<file path="config.mk">
export PLATFORM = sky130hd
export DESIGN_NAME = sqc_top
export DESIGN_NICKNAME = d
export VERILOG_FILES = /design/src/sqc_pkg.sv /design/src/sqc_classify.sv /design/src/sqc_link_led.sv /design/src/sqc_top.sv
export SDC_FILE = /design/constraint.sdc
export NUM_CORES = 2
export LEC_CHECK = 0
export BUFFER_PORTS_ARGS = -buffer_cell sky130_fd_sc_hd__buf_4
export CORE_MARGIN = 8
export CORE_UTILIZATION = 30
export CTS_CLUSTER_SIZE = 8
export DETAILED_ROUTE_END_ITERATION = 10
export PLACE_DENSITY_LB_ADDON = 0.3
export SETUP_SLACK_MARGIN = 0.15
export SLEW_MARGIN = 5
export SYNTH_ARGS = -nofsm -noshare
export SYNTH_HDL_FRONTEND = slang
export SYNTH_SLANG_ARGS = --single-unit
</file>
<file path="constraint.sdc">
create_clock -name i_clk -period 4.5 [get_ports i_clk]
set_input_delay 1.125 -clock i_clk [delete_from_list [all_inputs] [get_ports i_clk]]
set_output_delay 1.125 -clock i_clk [all_outputs]
set_load 0.03 [all_outputs]
</file>
<file path="src/sqc_pkg.sv">
// Package of the switch QoS block: register map, field positions,
// reset values, code points, scheduler modes and timing counts.
// Assumes a single 100 MHz system clock.
package sqc_pkg;

	// ==========================================================
	// Sizes
	localparam int unsigned NPORT = 8;
	localparam int unsigned IDW   = 8;
	localparam int unsigned DEPTH = 8;

	// ==========================================================
	// Register offsets (byte addresses)
	localparam logic [7:0] OFS_CTRL      = 8'h00;
	localparam logic [7:0] OFS_PORT_EN   = 8'h04;
	localparam logic [7:0] OFS_USER_CP   = 8'h08;
	localparam logic [7:0] OFS_NETA_ADDR = 8'h0C;
	localparam logic [7:0] OFS_NETA_MASK = 8'h10;
	localparam logic [7:0] OFS_NETB_ADDR = 8'h14;
	localparam logic [7:0] OFS_NETB_MASK = 8'h18;
	localparam logic [7:0] OFS_STATUS    = 8'h1C;

	// ==========================================================
	// Field positions
	localparam int unsigned CTL_MODE_LSB = 0;
	localparam int unsigned CTL_UCPA_EN  = 4;
	localparam int unsigned CTL_UCPB_EN  = 5;
	localparam int unsigned CTL_NETA_EN  = 6;
	localparam int unsigned CTL_NETB_EN  = 7;
	localparam int unsigned CTL_THR_LSB  = 8;
	localparam int unsigned PEN_PORT_LSB = 0;
	localparam int unsigned PEN_PCP_LSB  = 8;
	localparam int unsigned PEN_DSCP_LSB = 16;
	localparam int unsigned UCP_A_LSB    = 0;
	localparam int unsigned UCP_B_LSB    = 8;

	// ==========================================================
	// Write masks and reset values
	localparam logic [31:0] CTRL_WMASK = 32'h0000_07F3;
	localparam logic [31:0] PEN_WMASK  = 32'h00FF_FFFF;
	localparam logic [31:0] UCP_WMASK  = 32'h0000_3F3F;
	localparam logic [31:0] CTRL_RST   = 32'h0000_0400;
	localparam logic [31:0] PEN_RST    = 32'h0000_0000;
	localparam logic [31:0] UCP_RST    = 32'h0000_0000;
	localparam logic [31:0] ADDR_RST   = 32'h0000_0000;
	localparam logic [31:0] MASK_RST   = 32'hFFFF_FFFF;

	// ==========================================================
	// Scheduler modes and ratios
	localparam logic [1:0] MODE_R4     = 2'h0;
	localparam logic [1:0] MODE_R8     = 2'h1;
	localparam logic [1:0] MODE_R16    = 2'h2;
	localparam logic [1:0] MODE_STRICT = 2'h3;
	localparam logic [4:0] RATIO_4     = 5'h04;
	localparam logic [4:0] RATIO_8     = 5'h08;
	localparam logic [4:0] RATIO_16    = 5'h10;

	function automatic logic [4:0] ratio_n(input logic [1:0] m);
		case (m)
			MODE_R4: ratio_n = RATIO_4;
			MODE_R8: ratio_n = RATIO_8;
			default: ratio_n = RATIO_16;
		endcase
	endfunction

	// ==========================================================
	// Fixed high priority code points
	localparam logic [5:0] DSCP_EF   = 6'h2E;
	localparam logic [5:0] DSCP_AF11 = 6'h0A;
	localparam logic [5:0] DSCP_AF21 = 6'h12;
	localparam logic [5:0] DSCP_AF31 = 6'h1A;
	localparam logic [5:0] DSCP_AF41 = 6'h22;
	localparam logic [5:0] DSCP_NC7  = 6'h38;
	localparam logic [5:0] DSCP_NC6  = 6'h30;

	function automatic logic dscp_default(input logic [5:0] d);
		dscp_default = (d == DSCP_EF) || (d == DSCP_AF11) ||
			(d == DSCP_AF21) || (d == DSCP_AF31) ||
			(d == DSCP_AF41) || (d == DSCP_NC7) || (d == DSCP_NC6);
	endfunction

	function automatic logic net_match(input logic [31:0] a,
		input logic [31:0] net, input logic [31:0] mask);
		net_match = ((a ^ net) & mask) == 32'h0000_0000;
	endfunction

	// ==========================================================
	// Timing
	localparam int unsigned CLK_HZ       = 100_000_000;
	localparam int unsigned LED_HALF_MS  = 50;
	localparam int unsigned LED_HALF_CYC = CLK_HZ / 1000 * LED_HALF_MS;

endpackage

</file>
<file path="src/sqc_classify.sv">
// Priority classifier: combines the enabled methods for one packet.
// Assumes the caller has picked the per-port enables for the ingress port.
module sqc_classify (
	// Per-port enables
	input  wire logic        i_port_en,
	input  wire logic        i_pcp_en,
	input  wire logic        i_dscp_en,
	// Switch-wide settings
	input  wire logic [2:0]  i_thr,
	input  wire logic        i_ucpa_en,
	input  wire logic        i_ucpb_en,
	input  wire logic [5:0]  i_ucpa,
	input  wire logic [5:0]  i_ucpb,
	input  wire logic        i_neta_en,
	input  wire logic        i_netb_en,
	input  wire logic [31:0] i_neta_addr,
	input  wire logic [31:0] i_neta_mask,
	input  wire logic [31:0] i_netb_addr,
	input  wire logic [31:0] i_netb_mask,
	// Packet fields
	input  wire logic        i_tagged,
	input  wire logic [2:0]  i_pcp,
	input  wire logic        i_is_ip,
	input  wire logic [5:0]  i_dscp,
	input  wire logic [31:0] i_src_ip,
	input  wire logic [31:0] i_dst_ip,
	// Result
	output logic             o_high
);

	logic by_port;
	logic by_pcp;
	logic by_dscp;
	logic in_a;
	logic in_b;
	logic by_net;

	assign by_port = i_port_en;
	assign by_pcp  = i_pcp_en && i_tagged && (i_pcp >= i_thr);
	assign by_dscp = i_dscp_en && i_is_ip &&
		(sqc_pkg::dscp_default(i_dscp) ||
		(i_ucpa_en && i_dscp == i_ucpa) ||
		(i_ucpb_en && i_dscp == i_ucpb));
	assign in_a = sqc_pkg::net_match(i_src_ip, i_neta_addr, i_neta_mask) ||
		sqc_pkg::net_match(i_dst_ip, i_neta_addr, i_neta_mask);
	assign in_b = sqc_pkg::net_match(i_src_ip, i_netb_addr, i_netb_mask) ||
		sqc_pkg::net_match(i_dst_ip, i_netb_addr, i_netb_mask);
	assign by_net = i_is_ip &&
		((i_neta_en && in_a) || (i_netb_en && in_b));

	assign o_high = by_port || by_pcp || by_dscp || by_net;

endmodule

</file>
<file path="src/sqc_link_led.sv">
// Link and activity indicator for every port.
// Assumes link levels already synchronised and activity as one-cycle pulses.
module sqc_link_led #(
	parameter int unsigned NP       = 8,
	parameter int unsigned HALF_CYC = 5_000_000
) (
	// Clock and reset
	input  wire logic          i_clk,
	input  wire logic          i_resetn,
	// Port state
	input  wire logic [NP-1:0] i_up,
	input  wire logic [NP-1:0] i_act,
	// Indicators
	output logic      [NP-1:0] o_led
);

	logic [31:0]   div_q;
	logic          tick;
	logic          phase_q;
	logic [NP-1:0] seen_q;
	logic [NP-1:0] busy_q;
	logic [NP-1:0] led_d;

	assign tick = div_q == 32'(HALF_CYC - 1);
	// Blink while traffic seen in the last half period, else steady
	assign led_d = i_up & (~busy_q | {NP{phase_q}});

	always_ff @(posedge i_clk) begin
		if (!i_resetn) begin
			div_q   <= 32'h0000_0000;
			phase_q <= 1'b0;
			seen_q  <= '0;
			busy_q  <= '0;
			o_led   <= '0;
		end else begin
			div_q   <= tick ? 32'h0000_0000 : div_q + 32'h0000_0001;
			phase_q <= phase_q ^ tick;
			seen_q  <= i_act | (seen_q & {NP{~tick}});
			if (tick) begin
				busy_q <= seen_q | i_act;
			end
			o_led   <= led_d;
		end
	end

	property p_led_down;
		@(posedge i_clk) disable iff (!i_resetn)
		!i_up[0] |=> !o_led[0];
	endproperty
	a_led_down: assert property (p_led_down)
		else $error("indicator lit with link down");

	property p_led_idle;
		@(posedge i_clk) disable iff (!i_resetn)
		i_up[0] && !busy_q[0] |=> o_led[0];
	endproperty
	a_led_idle: assert property (p_led_idle)
		else $error("indicator dark on idle link");

endmodule

</file>
<file path="src/sqc_top.sv">
// Per-port QoS block: classifier, two egress queues per port, scheduler,
// register port and link indicators.
// Assumes forwarding engine and transmitters share i_clk; link pins async.
//
// Contract
// - Two transmit queues per egress port
// - Weighted modes send N high then one low
// - Strict mode: low only when high empty
// - Any enabled method high gives high
// - Port enable makes every packet high
// - Tagged user priority at threshold is high
// - DSCP method only when port's DSCP enable set
// - Fixed code points classify high
// - User code points classify high when enabled
// - Each user code point has own enable
// - Source or destination in network is high
// - Each network has own enable
// - Indicator on idle, blinking busy, off down
// - Network match is address under mask
//
// The implementer's own choices: the placing of the registers and the address-and-strobe port.
module sqc_top #(
	parameter int unsigned NP       = sqc_pkg::NPORT,
	parameter int unsigned IDW      = sqc_pkg::IDW,
	parameter int unsigned DEPTH    = sqc_pkg::DEPTH,
	parameter int unsigned HALF_CYC = sqc_pkg::LED_HALF_CYC
) (
	// Clock and reset
	input  wire logic              i_clk,
	input  wire logic              i_resetn,
	// Register port
	input  wire logic [7:0]        i_addr,
	input  wire logic [31:0]       i_wdata,
	input  wire logic              i_wr,
	input  wire logic              i_rd,
	output logic      [31:0]       o_rdata,
	// Ingress descriptors
	input  wire logic              i_pkt_valid,
	output logic                   o_pkt_ready,
	input  wire logic [2:0]        i_pkt_port,
	input  wire logic [2:0]        i_pkt_egress,
	input  wire logic [IDW-1:0]    i_pkt_id,
	input  wire logic              i_pkt_tagged,
	input  wire logic [2:0]        i_pkt_pcp,
	input  wire logic              i_pkt_is_ip,
	input  wire logic [5:0]        i_pkt_dscp,
	input  wire logic [31:0]       i_pkt_src_ip,
	input  wire logic [31:0]       i_pkt_dst_ip,
	// Egress transmitters
	output logic      [NP-1:0]     o_tx_valid,
	output logic      [NP-1:0]     o_tx_high,
	output logic      [NP*IDW-1:0] o_tx_id,
	input  wire logic [NP-1:0]     i_tx_ready,
	// Link pins and indicators
	input  wire logic [NP-1:0]     i_link_up,
	output logic      [NP-1:0]     o_link_activity_indicator
);

	localparam int unsigned NQ = 2 * NP;
	localparam int unsigned PW = $clog2(DEPTH);
	localparam int unsigned CW = $clog2(DEPTH + 1);
	localparam int unsigned QW = $clog2(NQ);

	// ==========================================================
	// Registers
	logic [31:0] ctrl_q;
	logic [31:0] pen_q;
	logic [31:0] ucp_q;
	logic [31:0] neta_addr_q;
	logic [31:0] neta_mask_q;
	logic [31:0] netb_addr_q;
	logic [31:0] netb_mask_q;
	logic [31:0] status;
	logic [31:0] rd_mux;

	logic [1:0]  mode;
	logic        strict;
	logic [4:0]  ratio;
	logic [NP-1:0] en_port;
	logic [NP-1:0] en_pcp;
	logic [NP-1:0] en_dscp;

	assign mode    = ctrl_q[sqc_pkg::CTL_MODE_LSB +: 2];
	assign strict  = mode == sqc_pkg::MODE_STRICT;
	assign ratio   = sqc_pkg::ratio_n(mode);
	assign en_port = pen_q[sqc_pkg::PEN_PORT_LSB +: NP];
	assign en_pcp  = pen_q[sqc_pkg::PEN_PCP_LSB +: NP];
	assign en_dscp = pen_q[sqc_pkg::PEN_DSCP_LSB +: NP];

	assign rd_mux =
		(i_addr == sqc_pkg::OFS_CTRL)      ? ctrl_q :
		(i_addr == sqc_pkg::OFS_PORT_EN)   ? pen_q :
		(i_addr == sqc_pkg::OFS_USER_CP)   ? ucp_q :
		(i_addr == sqc_pkg::OFS_NETA_ADDR) ? neta_addr_q :
		(i_addr == sqc_pkg::OFS_NETA_MASK) ? neta_mask_q :
		(i_addr == sqc_pkg::OFS_NETB_ADDR) ? netb_addr_q :
		(i_addr == sqc_pkg::OFS_NETB_MASK) ? netb_mask_q :
		(i_addr == sqc_pkg::OFS_STATUS)    ? status :
		32'h0000_0000;

	always_ff @(posedge i_clk) begin
		if (!i_resetn) begin
			ctrl_q      <= sqc_pkg::CTRL_RST;
			pen_q       <= sqc_pkg::PEN_RST;
			ucp_q       <= sqc_pkg::UCP_RST;
			neta_addr_q <= sqc_pkg::ADDR_RST;
			neta_mask_q <= sqc_pkg::MASK_RST;
			netb_addr_q <= sqc_pkg::ADDR_RST;
			netb_mask_q <= sqc_pkg::MASK_RST;
			o_rdata     <= 32'h0000_0000;
		end else begin
			if (i_wr && i_addr == sqc_pkg::OFS_CTRL) begin
				ctrl_q <= i_wdata & sqc_pkg::CTRL_WMASK;
			end
			if (i_wr && i_addr == sqc_pkg::OFS_PORT_EN) begin
				pen_q <= i_wdata & sqc_pkg::PEN_WMASK;
			end
			if (i_wr && i_addr == sqc_pkg::OFS_USER_CP) begin
				ucp_q <= i_wdata & sqc_pkg::UCP_WMASK;
			end
			if (i_wr && i_addr == sqc_pkg::OFS_NETA_ADDR) begin
				neta_addr_q <= i_wdata;
			end
			if (i_wr && i_addr == sqc_pkg::OFS_NETA_MASK) begin
				neta_mask_q <= i_wdata;
			end
			if (i_wr && i_addr == sqc_pkg::OFS_NETB_ADDR) begin
				netb_addr_q <= i_wdata;
			end
			if (i_wr && i_addr == sqc_pkg::OFS_NETB_MASK) begin
				netb_mask_q <= i_wdata;
			end
			o_rdata <= i_rd ? rd_mux : 32'h0000_0000;
		end
	end

	// ==========================================================
	// Classification
	logic          cls_high;
	logic          acc;
	logic [QW-1:0] tgt;

	sqc_classify u_classify (
		.i_port_en   (en_port[i_pkt_port]),
		.i_pcp_en    (en_pcp[i_pkt_port]),
		.i_dscp_en   (en_dscp[i_pkt_port]),
		.i_thr       (ctrl_q[sqc_pkg::CTL_THR_LSB +: 3]),
		.i_ucpa_en   (ctrl_q[sqc_pkg::CTL_UCPA_EN]),
		.i_ucpb_en   (ctrl_q[sqc_pkg::CTL_UCPB_EN]),
		.i_ucpa      (ucp_q[sqc_pkg::UCP_A_LSB +: 6]),
		.i_ucpb      (ucp_q[sqc_pkg::UCP_B_LSB +: 6]),
		.i_neta_en   (ctrl_q[sqc_pkg::CTL_NETA_EN]),
		.i_netb_en   (ctrl_q[sqc_pkg::CTL_NETB_EN]),
		.i_neta_addr (neta_addr_q),
		.i_neta_mask (neta_mask_q),
		.i_netb_addr (netb_addr_q),
		.i_netb_mask (netb_mask_q),
		.i_tagged    (i_pkt_tagged),
		.i_pcp       (i_pkt_pcp),
		.i_is_ip     (i_pkt_is_ip),
		.i_dscp      (i_pkt_dscp),
		.i_src_ip    (i_pkt_src_ip),
		.i_dst_ip    (i_pkt_dst_ip),
		.o_high      (cls_high)
	);

	assign acc = i_pkt_valid && o_pkt_ready;
	// Queue index: egress port times two, plus one for high
	assign tgt = QW'({i_pkt_egress, cls_high});

	// ==========================================================
	// Queues, two per port
	logic [IDW-1:0] mem_q  [NQ][DEPTH];
	logic [PW-1:0]  wp_q   [NQ];
	logic [PW-1:0]  rp_q   [NQ];
	logic [CW-1:0]  cnt_q  [NQ];
	logic [CW-1:0]  cnt_d  [NQ];
	logic [IDW-1:0] head   [NQ];
	logic [NQ-1:0]  push;
	logic [NQ-1:0]  pop;
	logic [NQ-1:0]  ne;
	logic [NQ-1:0]  room;

	for (genvar q = 0; q < NQ; q++) begin : g_q
		assign push[q]  = acc && (tgt == QW'(q));
		assign cnt_d[q] = cnt_q[q] + CW'(push[q]) - CW'(pop[q]);
		assign head[q]  = mem_q[q][rp_q[q]];
		assign ne[q]    = cnt_q[q] != '0;
		assign room[q]  = cnt_d[q] < CW'(DEPTH);

		always_ff @(posedge i_clk) begin
			if (!i_resetn) begin
				wp_q[q]  <= '0;
				rp_q[q]  <= '0;
				cnt_q[q] <= '0;
			end else begin
				if (push[q]) begin
					mem_q[q][wp_q[q]] <= i_pkt_id;
					wp_q[q] <= wp_q[q] + PW'(1);
				end
				if (pop[q]) begin
					rp_q[q] <= rp_q[q] + PW'(1);
				end
				cnt_q[q] <= cnt_d[q];
			end
		end
	end

	// Ready from next counts keeps a registered ready honest
	always_ff @(posedge i_clk) begin
		if (!i_resetn) begin
			o_pkt_ready <= 1'b0;
		end else begin
			o_pkt_ready <= &room;
		end
	end

	// ==========================================================
	// Egress scheduler, one per port
	logic [4:0]     rc_q   [NP];
	logic [IDW-1:0] txid_q [NP];
	logic [NP-1:0]  load;
	logic [NP-1:0]  sel_hi;
	logic [NP-1:0]  hi_ne;
	logic [NP-1:0]  lo_ne;
	logic [NP-1:0]  due_lo;

	for (genvar p = 0; p < NP; p++) begin : g_p
		assign hi_ne[p]  = ne[2*p+1];
		assign lo_ne[p]  = ne[2*p];
		assign load[p]   = (!o_tx_valid[p] || i_tx_ready[p]) &&
			(hi_ne[p] || lo_ne[p]);
		assign due_lo[p] = (rc_q[p] >= ratio) && lo_ne[p];
		// Empty high queue lets low go at once
		assign sel_hi[p] = strict ? hi_ne[p] :
			(hi_ne[p] && !due_lo[p]);
		assign pop[2*p+1] = load[p] && sel_hi[p];
		assign pop[2*p]   = load[p] && !sel_hi[p];
		assign o_tx_id[p*IDW +: IDW] = txid_q[p];

		always_ff @(posedge i_clk) begin
			if (!i_resetn) begin
				o_tx_valid[p] <= 1'b0;
				o_tx_high[p]  <= 1'b0;
				txid_q[p]     <= '0;
				rc_q[p]       <= 5'h00;
			end else if (load[p]) begin
				o_tx_valid[p] <= 1'b1;
				o_tx_high[p]  <= sel_hi[p];
				txid_q[p]     <= sel_hi[p] ? head[2*p+1] : head[2*p];
				if (!sel_hi[p]) begin
					rc_q[p] <= 5'h00;
				end else if (rc_q[p] < ratio) begin
					rc_q[p] <= rc_q[p] + 5'h01;
				end
			end else if (i_tx_ready[p]) begin
				o_tx_valid[p] <= 1'b0;
			end
		end
	end

	assign status = {16'h0000, lo_ne, hi_ne};

	// ==========================================================
	// Link indicators
	logic [NP-1:0] link_s1_q;
	logic [NP-1:0] link_s2_q;
	logic [NP-1:0] act;

	always_ff @(posedge i_clk) begin
		if (!i_resetn) begin
			link_s1_q <= '0;
			link_s2_q <= '0;
		end else begin
			link_s1_q <= i_link_up;
			link_s2_q <= link_s1_q;
		end
	end

	assign act = (o_tx_valid & i_tx_ready) |
		({{(NP-1){1'b0}}, acc} << i_pkt_port);

	sqc_link_led #(
		.NP       (NP),
		.HALF_CYC (HALF_CYC)
	) u_led (
		.i_clk    (i_clk),
		.i_resetn (i_resetn),
		.i_up     (link_s2_q),
		.i_act    (act),
		.o_led    (o_link_activity_indicator)
	);

	// ==========================================================
	// Checks
	property p_no_overflow;
		@(posedge i_clk) disable iff (!i_resetn)
		push[1] |-> cnt_q[1] < CW'(DEPTH);
	endproperty
	a_no_overflow: assert property (p_no_overflow)
		else $error("push into full queue");

	property p_strict;
		@(posedge i_clk) disable iff (!i_resetn)
		load[0] && strict && hi_ne[0] |=> o_tx_high[0];
	endproperty
	a_strict: assert property (p_strict)
		else $error("low sent while high waits in strict mode");

	property p_ratio_low;
		@(posedge i_clk) disable iff (!i_resetn)
		load[0] && !strict && rc_q[0] == ratio && lo_ne[0]
			|=> !o_tx_high[0] ##0 rc_q[0] == 5'h00;
	endproperty
	a_ratio_low: assert property (p_ratio_low)
		else $error("low not sent after ratio reached");

	property p_ratio_high;
		@(posedge i_clk) disable iff (!i_resetn)
		load[0] && !strict && hi_ne[0] && rc_q[0] < ratio
			|=> o_tx_high[0] ##0 rc_q[0] == $past(rc_q[0]) + 5'h01;
	endproperty
	a_ratio_high: assert property (p_ratio_high)
		else $error("high not sent before ratio reached");

	property p_no_idle;
		@(posedge i_clk) disable iff (!i_resetn)
		!o_tx_valid[0] && (hi_ne[0] || lo_ne[0]) |=> o_tx_valid[0];
	endproperty
	a_no_idle: assert property (p_no_idle)
		else $error("port idle with packets waiting");

	property p_port_high;
		@(posedge i_clk) disable iff (!i_resetn)
		acc && en_port[i_pkt_port] |-> tgt[0];
	endproperty
	a_port_high: assert property (p_port_high)
		else $error("port priority packet sent low");

	property p_pcp_high;
		@(posedge i_clk) disable iff (!i_resetn)
		acc && en_pcp[i_pkt_port] && i_pkt_tagged &&
		i_pkt_pcp >= ctrl_q[sqc_pkg::CTL_THR_LSB +: 3] |-> tgt[0];
	endproperty
	a_pcp_high: assert property (p_pcp_high)
		else $error("user priority at threshold sent low");

	property p_dscp_ef;
		@(posedge i_clk) disable iff (!i_resetn)
		acc && en_dscp[i_pkt_port] && i_pkt_is_ip &&
		i_pkt_dscp == sqc_pkg::DSCP_EF |-> tgt[0];
	endproperty
	a_dscp_ef: assert property (p_dscp_ef)
		else $error("fixed code point sent low");

	property p_user_cp;
		@(posedge i_clk) disable iff (!i_resetn)
		acc && en_dscp[i_pkt_port] && i_pkt_is_ip &&
		ctrl_q[sqc_pkg::CTL_UCPA_EN] &&
		i_pkt_dscp == ucp_q[sqc_pkg::UCP_A_LSB +: 6] |-> tgt[0];
	endproperty
	a_user_cp: assert property (p_user_cp)
		else $error("user code point sent low");

	property p_net;
		@(posedge i_clk) disable iff (!i_resetn)
		acc && i_pkt_is_ip && ctrl_q[sqc_pkg::CTL_NETA_EN] &&
		((i_pkt_dst_ip ^ neta_addr_q) & neta_mask_q) == 32'h0000_0000
		|-> tgt[0];
	endproperty
	a_net: assert property (p_net)
		else $error("network member sent low");

	property p_plain_low;
		@(posedge i_clk) disable iff (!i_resetn)
		acc && !i_pkt_is_ip && !i_pkt_tagged &&
		!en_port[i_pkt_port] |-> !tgt[0];
	endproperty
	a_plain_low: assert property (p_plain_low)
		else $error("untagged non-IP packet sent high");

endmodule

</file>
==> impl_metrics.tcl <==
set metrics [dict create \
    result_of_the_run "completed" \
    floorplan.initialDensity 0.301 \
    detail_route.iter0.violations 3519 \
    syn_area_um2 67500 \
    fin_worst_hold_slack_ns 0.422 \
    power.net_switching_mw 13.3 \
    worstPathRequired_ns 5.22 \
    report.final.setup_viol 0 \
    pre_cts_slack_ns -0.206 \
    synthArstFlopShare 0 \
    dr_total_vias 41432 \
    finalHoldViolCount 0 \
    place.gp.congestion 1.01 \
    totalWireLength_um 195000 \
    layout.cell_area.non_filler_um2 81300 \
    fp-row-count 174 \
    finalCriticalPeriod_ns 3.96 \
    max-slew-margin-rel 0.157 \
    utilization 0.362 \
    timing.setup.tns_ns 0 \
    place_area_um2 75100 \
    drc 0 \
    max-cap-violations 0 \
    p_seq_frac 0.418 \
    timing.critical_path.fanout_max 5 \
    dp_hpwl_um 135000 \
    cellInternalPower_mw 30.7 \
    cts-root-to-sink-buffers 3 \
    drive_above_1_share 0.213 \
    synth_edf_count 1224 \
    drt_pass1_iterations 7 \
    share_of_synthesized_area_occupied_by_flip_flops_and_latches 0.651 \
    count_of_non_filler_cells_in_the_finished_layout 8283 \
    portBuffers 270 \
    die_h_um 490 \
    htree_levels 4 \
    signed_area_change_from_the_synthesized_netlist_to_the_final_layout_pct 20.4 \
    total_leakage_power_nw 28.4 \
    slew_violations 0 \
    count_of_distinct_cell_types_in_the_synthesized_netlist 61 \
    yosysTopAreaCell "edfxtp_1" \
    post-route-worst-setup-slack_ns 0.535 \
    worst_vdd_rail_ir_drop_mv 0.417 \
    synth_largest_type_area_fraction 0.545 \
    clk_root_buffer_cell "clkbuf_16" \
    achievable-frequency_mhz 252 \
    viasPerCell 5.00 \
    post-place-cells 7934 \
    power.density_cell_area_nw_per_um2 541 \
    ioPinCount 271 \
    critPathArrivalTime_ns 4.68 \
    tritoncts "done" \
    grt_antenna_before_repair 18 \
    postCtsSetupBuffers 0 \
    cts-buffers-inserted 217 \
    hp-class "reg2reg" \
    setup.worst_path.class "reg2reg" \
    global_route.overflow_total 0 \
    syn_avg_cell_area_um2 14.5 \
    clock_sinks 1583 \
    die_w_um 490 \
    clkTransAtPathRegs_ns 0.05 \
    unrepaired_setup_endpoints_after_global_routing "false" \
    antenna_violating_nets_post_route 0 \
    clock_power_frac 0.341 \
    worst_slew_pin_slew_ns 1.25 \
    final_cell_mix "1,224 x edfxtp_1, 494 x buf_4, 440 x nand2_1" \
    netSwitchingFraction 0.301 \
    die-area_um2 240000 \
    layout.cells.most_common "edfxtp_1" \
    finClkSkew_ns 0.0364 \
    endpoint_kind "register" \
    postSynthRegisterBits 1583 \
    grt_max_degree 171 \
    yosys_warnings 0 \
    combPwrFrac 0.241 \
    synth.top_cells.by_area "edfxtp_1 54%, dfxtp_1 11%, mux4_2 8.7%" \
    first_global_vias 41899 \
    clock_insertion_delay_worst_skew_ns 0.83 \
    power_mw 44.0 \
    post_drt_wl_per_cell_um 23.6 \
    floorplan.core_area_um2 224000 \
    start_kind "register" \
    grt_pass1_wl_um 287000 \
    global_route.usage.total 0.157 \
    synth_flop_cell "edfxtp_1" \
    finalCritPeriodShare 0.881 \
    synth_nets 4987 \
    finish.net_count 5483 \
    gate_count_after_technology_mapping 4665 \
]
==> Yosys cell counts, types with 9 or more instances <==
cell type / count
a222oi_1: 25
inv_1: 181
o31ai_1: 15
nand2b_1: 26
a21o_1: 31
and4_1: 44
a221oi_1: 11
clkbuf_1: 206
buf_2: 21
a31oi_1: 17
a22oi_1: 97
mux4_2: 262
buf_6: 12
and2_1: 63
nor2_1: 207
nand4_1: 31
nand3b_1: 18
xor2_1: 186
edfxtp_1: 1224
fa_1: 16
a211oi_1: 67
nor4b_2: 10
nand3_1: 159
dfxtp_1: 359
xnor2_1: 74
a311oi_1: 9
buf_1: 26
nor4_1: 76
nor2b_1: 48
a21oi_1: 172
o22ai_1: 32
mux2i_1: 97
and3_1: 64
o21ai_0: 27
ha_1: 156
nand2_1: 440
nor3_1: 41
nor4b_1: 38
==> flip-flops by register name, indices dropped and copies added, names as in the netlist, 9 cells and up <==
signal	cells
mem_q	1024
cnt_q	64
txid_q	64
rp_q	48
wp_q	48
rc_q	40
neta_addr_q	32
neta_mask_q	32
netb_addr_q	32
netb_mask_q	32
o_rdata	32
u_led.div_q	32
pen_q	24
ucp_q	12
ctrl_q	9
==> final timing paths <==
| check | startpoint | end | slack, ns | cells past startpoint |
|---|---|---|---|---|
| max | ctrl_q[1]$_SDFFE_PN0P_ | o_pkt_ready$_SDFF_PN0_ | 0.54 | 17 |
| min | link_s2_q[1]$_SDFF_PN0_ | u_led.o_led[1]$_SDFF_PN0_ | 0.42 | 2 |
| max reg2reg | ctrl_q[1]$_SDFFE_PN0P_ | o_pkt_ready$_SDFF_PN0_ | 0.54 | 17 |
| min reg2reg | link_s2_q[1]$_SDFF_PN0_ | u_led.o_led[1]$_SDFF_PN0_ | 0.42 | 2 |
==> critical path: stages (launching register included) <==
cell and delay [ns]:
dfxtp_1 0.31, buf_4 0.14, inv_1 0.07, nand2_1 0.27
buf_4 0.30, ha_1 0.32, a21o_1 0.16, a21o_1 0.20
a31oi_2 0.28, and2_1 0.26, ha_1 0.24, inv_1 0.06
ha_1 0.26, a21o_1 0.17, a21oi_1 0.17, xnor2_1 0.18
nand4_1 0.19, nor4_1 0.27
==> metal layers <==
layer	up-vias	share of wire	global-route usage
li1	18727	-	-
met1	20956	0.43	0.210
met2	1363	0.47	0.251
met3	382	0.059	0.0302
met4	4	0.042	0.0649
met5	-	0.00011	0
==> cell families after synthesis <==
kind of cell | after synthesis | share of synthesized area
adders and majority gates | 172 | 0.0337
xor gates and xnor gates | 260 | 0.0337
DFF | 1583 | 0.651
muxes | 359 | 0.102
AOI/OAI and AO/OA | 535 | 0.0532
and+or+nand+nor | 1304 | 0.0994
buffers and inverters | 452 | 0.0270
==> area by class of cell <==
class	instances	area (um2)
Fill cell	21376	143000
Sequential cell	1583	43900
Multi-Input combinational cell	2630	22000
Clock buffer	324	5900
Timing Repair Buffer	546	4740
Tap cell	2992	3740
Inverter	183	692
Clock inverter	13	234
Antenna cell	12	30.0
==> timing repair <==
item                                    CTS  global route
endpoints found under the setup margin    0             1
hold buffers                              0             0
gates resized for setup                   0             2
==> power by group through the flow <==
| stage | registers, mW | logic (mW) | clock network (mW) |
|---|---|---|---|
| floorplan | 18.1 | 7.32 | 0 |
| global placement | 18.7 | 10.6 | 0 |
| detailed placement | 18.7 | 10.7 | 0 |
| CTS | 18.5 | 10.8 | 15.4 |
| global route | 18.6 | 11.7 | 16.0 |
| finish | 18.4 | 10.6 | 15.0 |
Power figures use the tool's default switching activity.
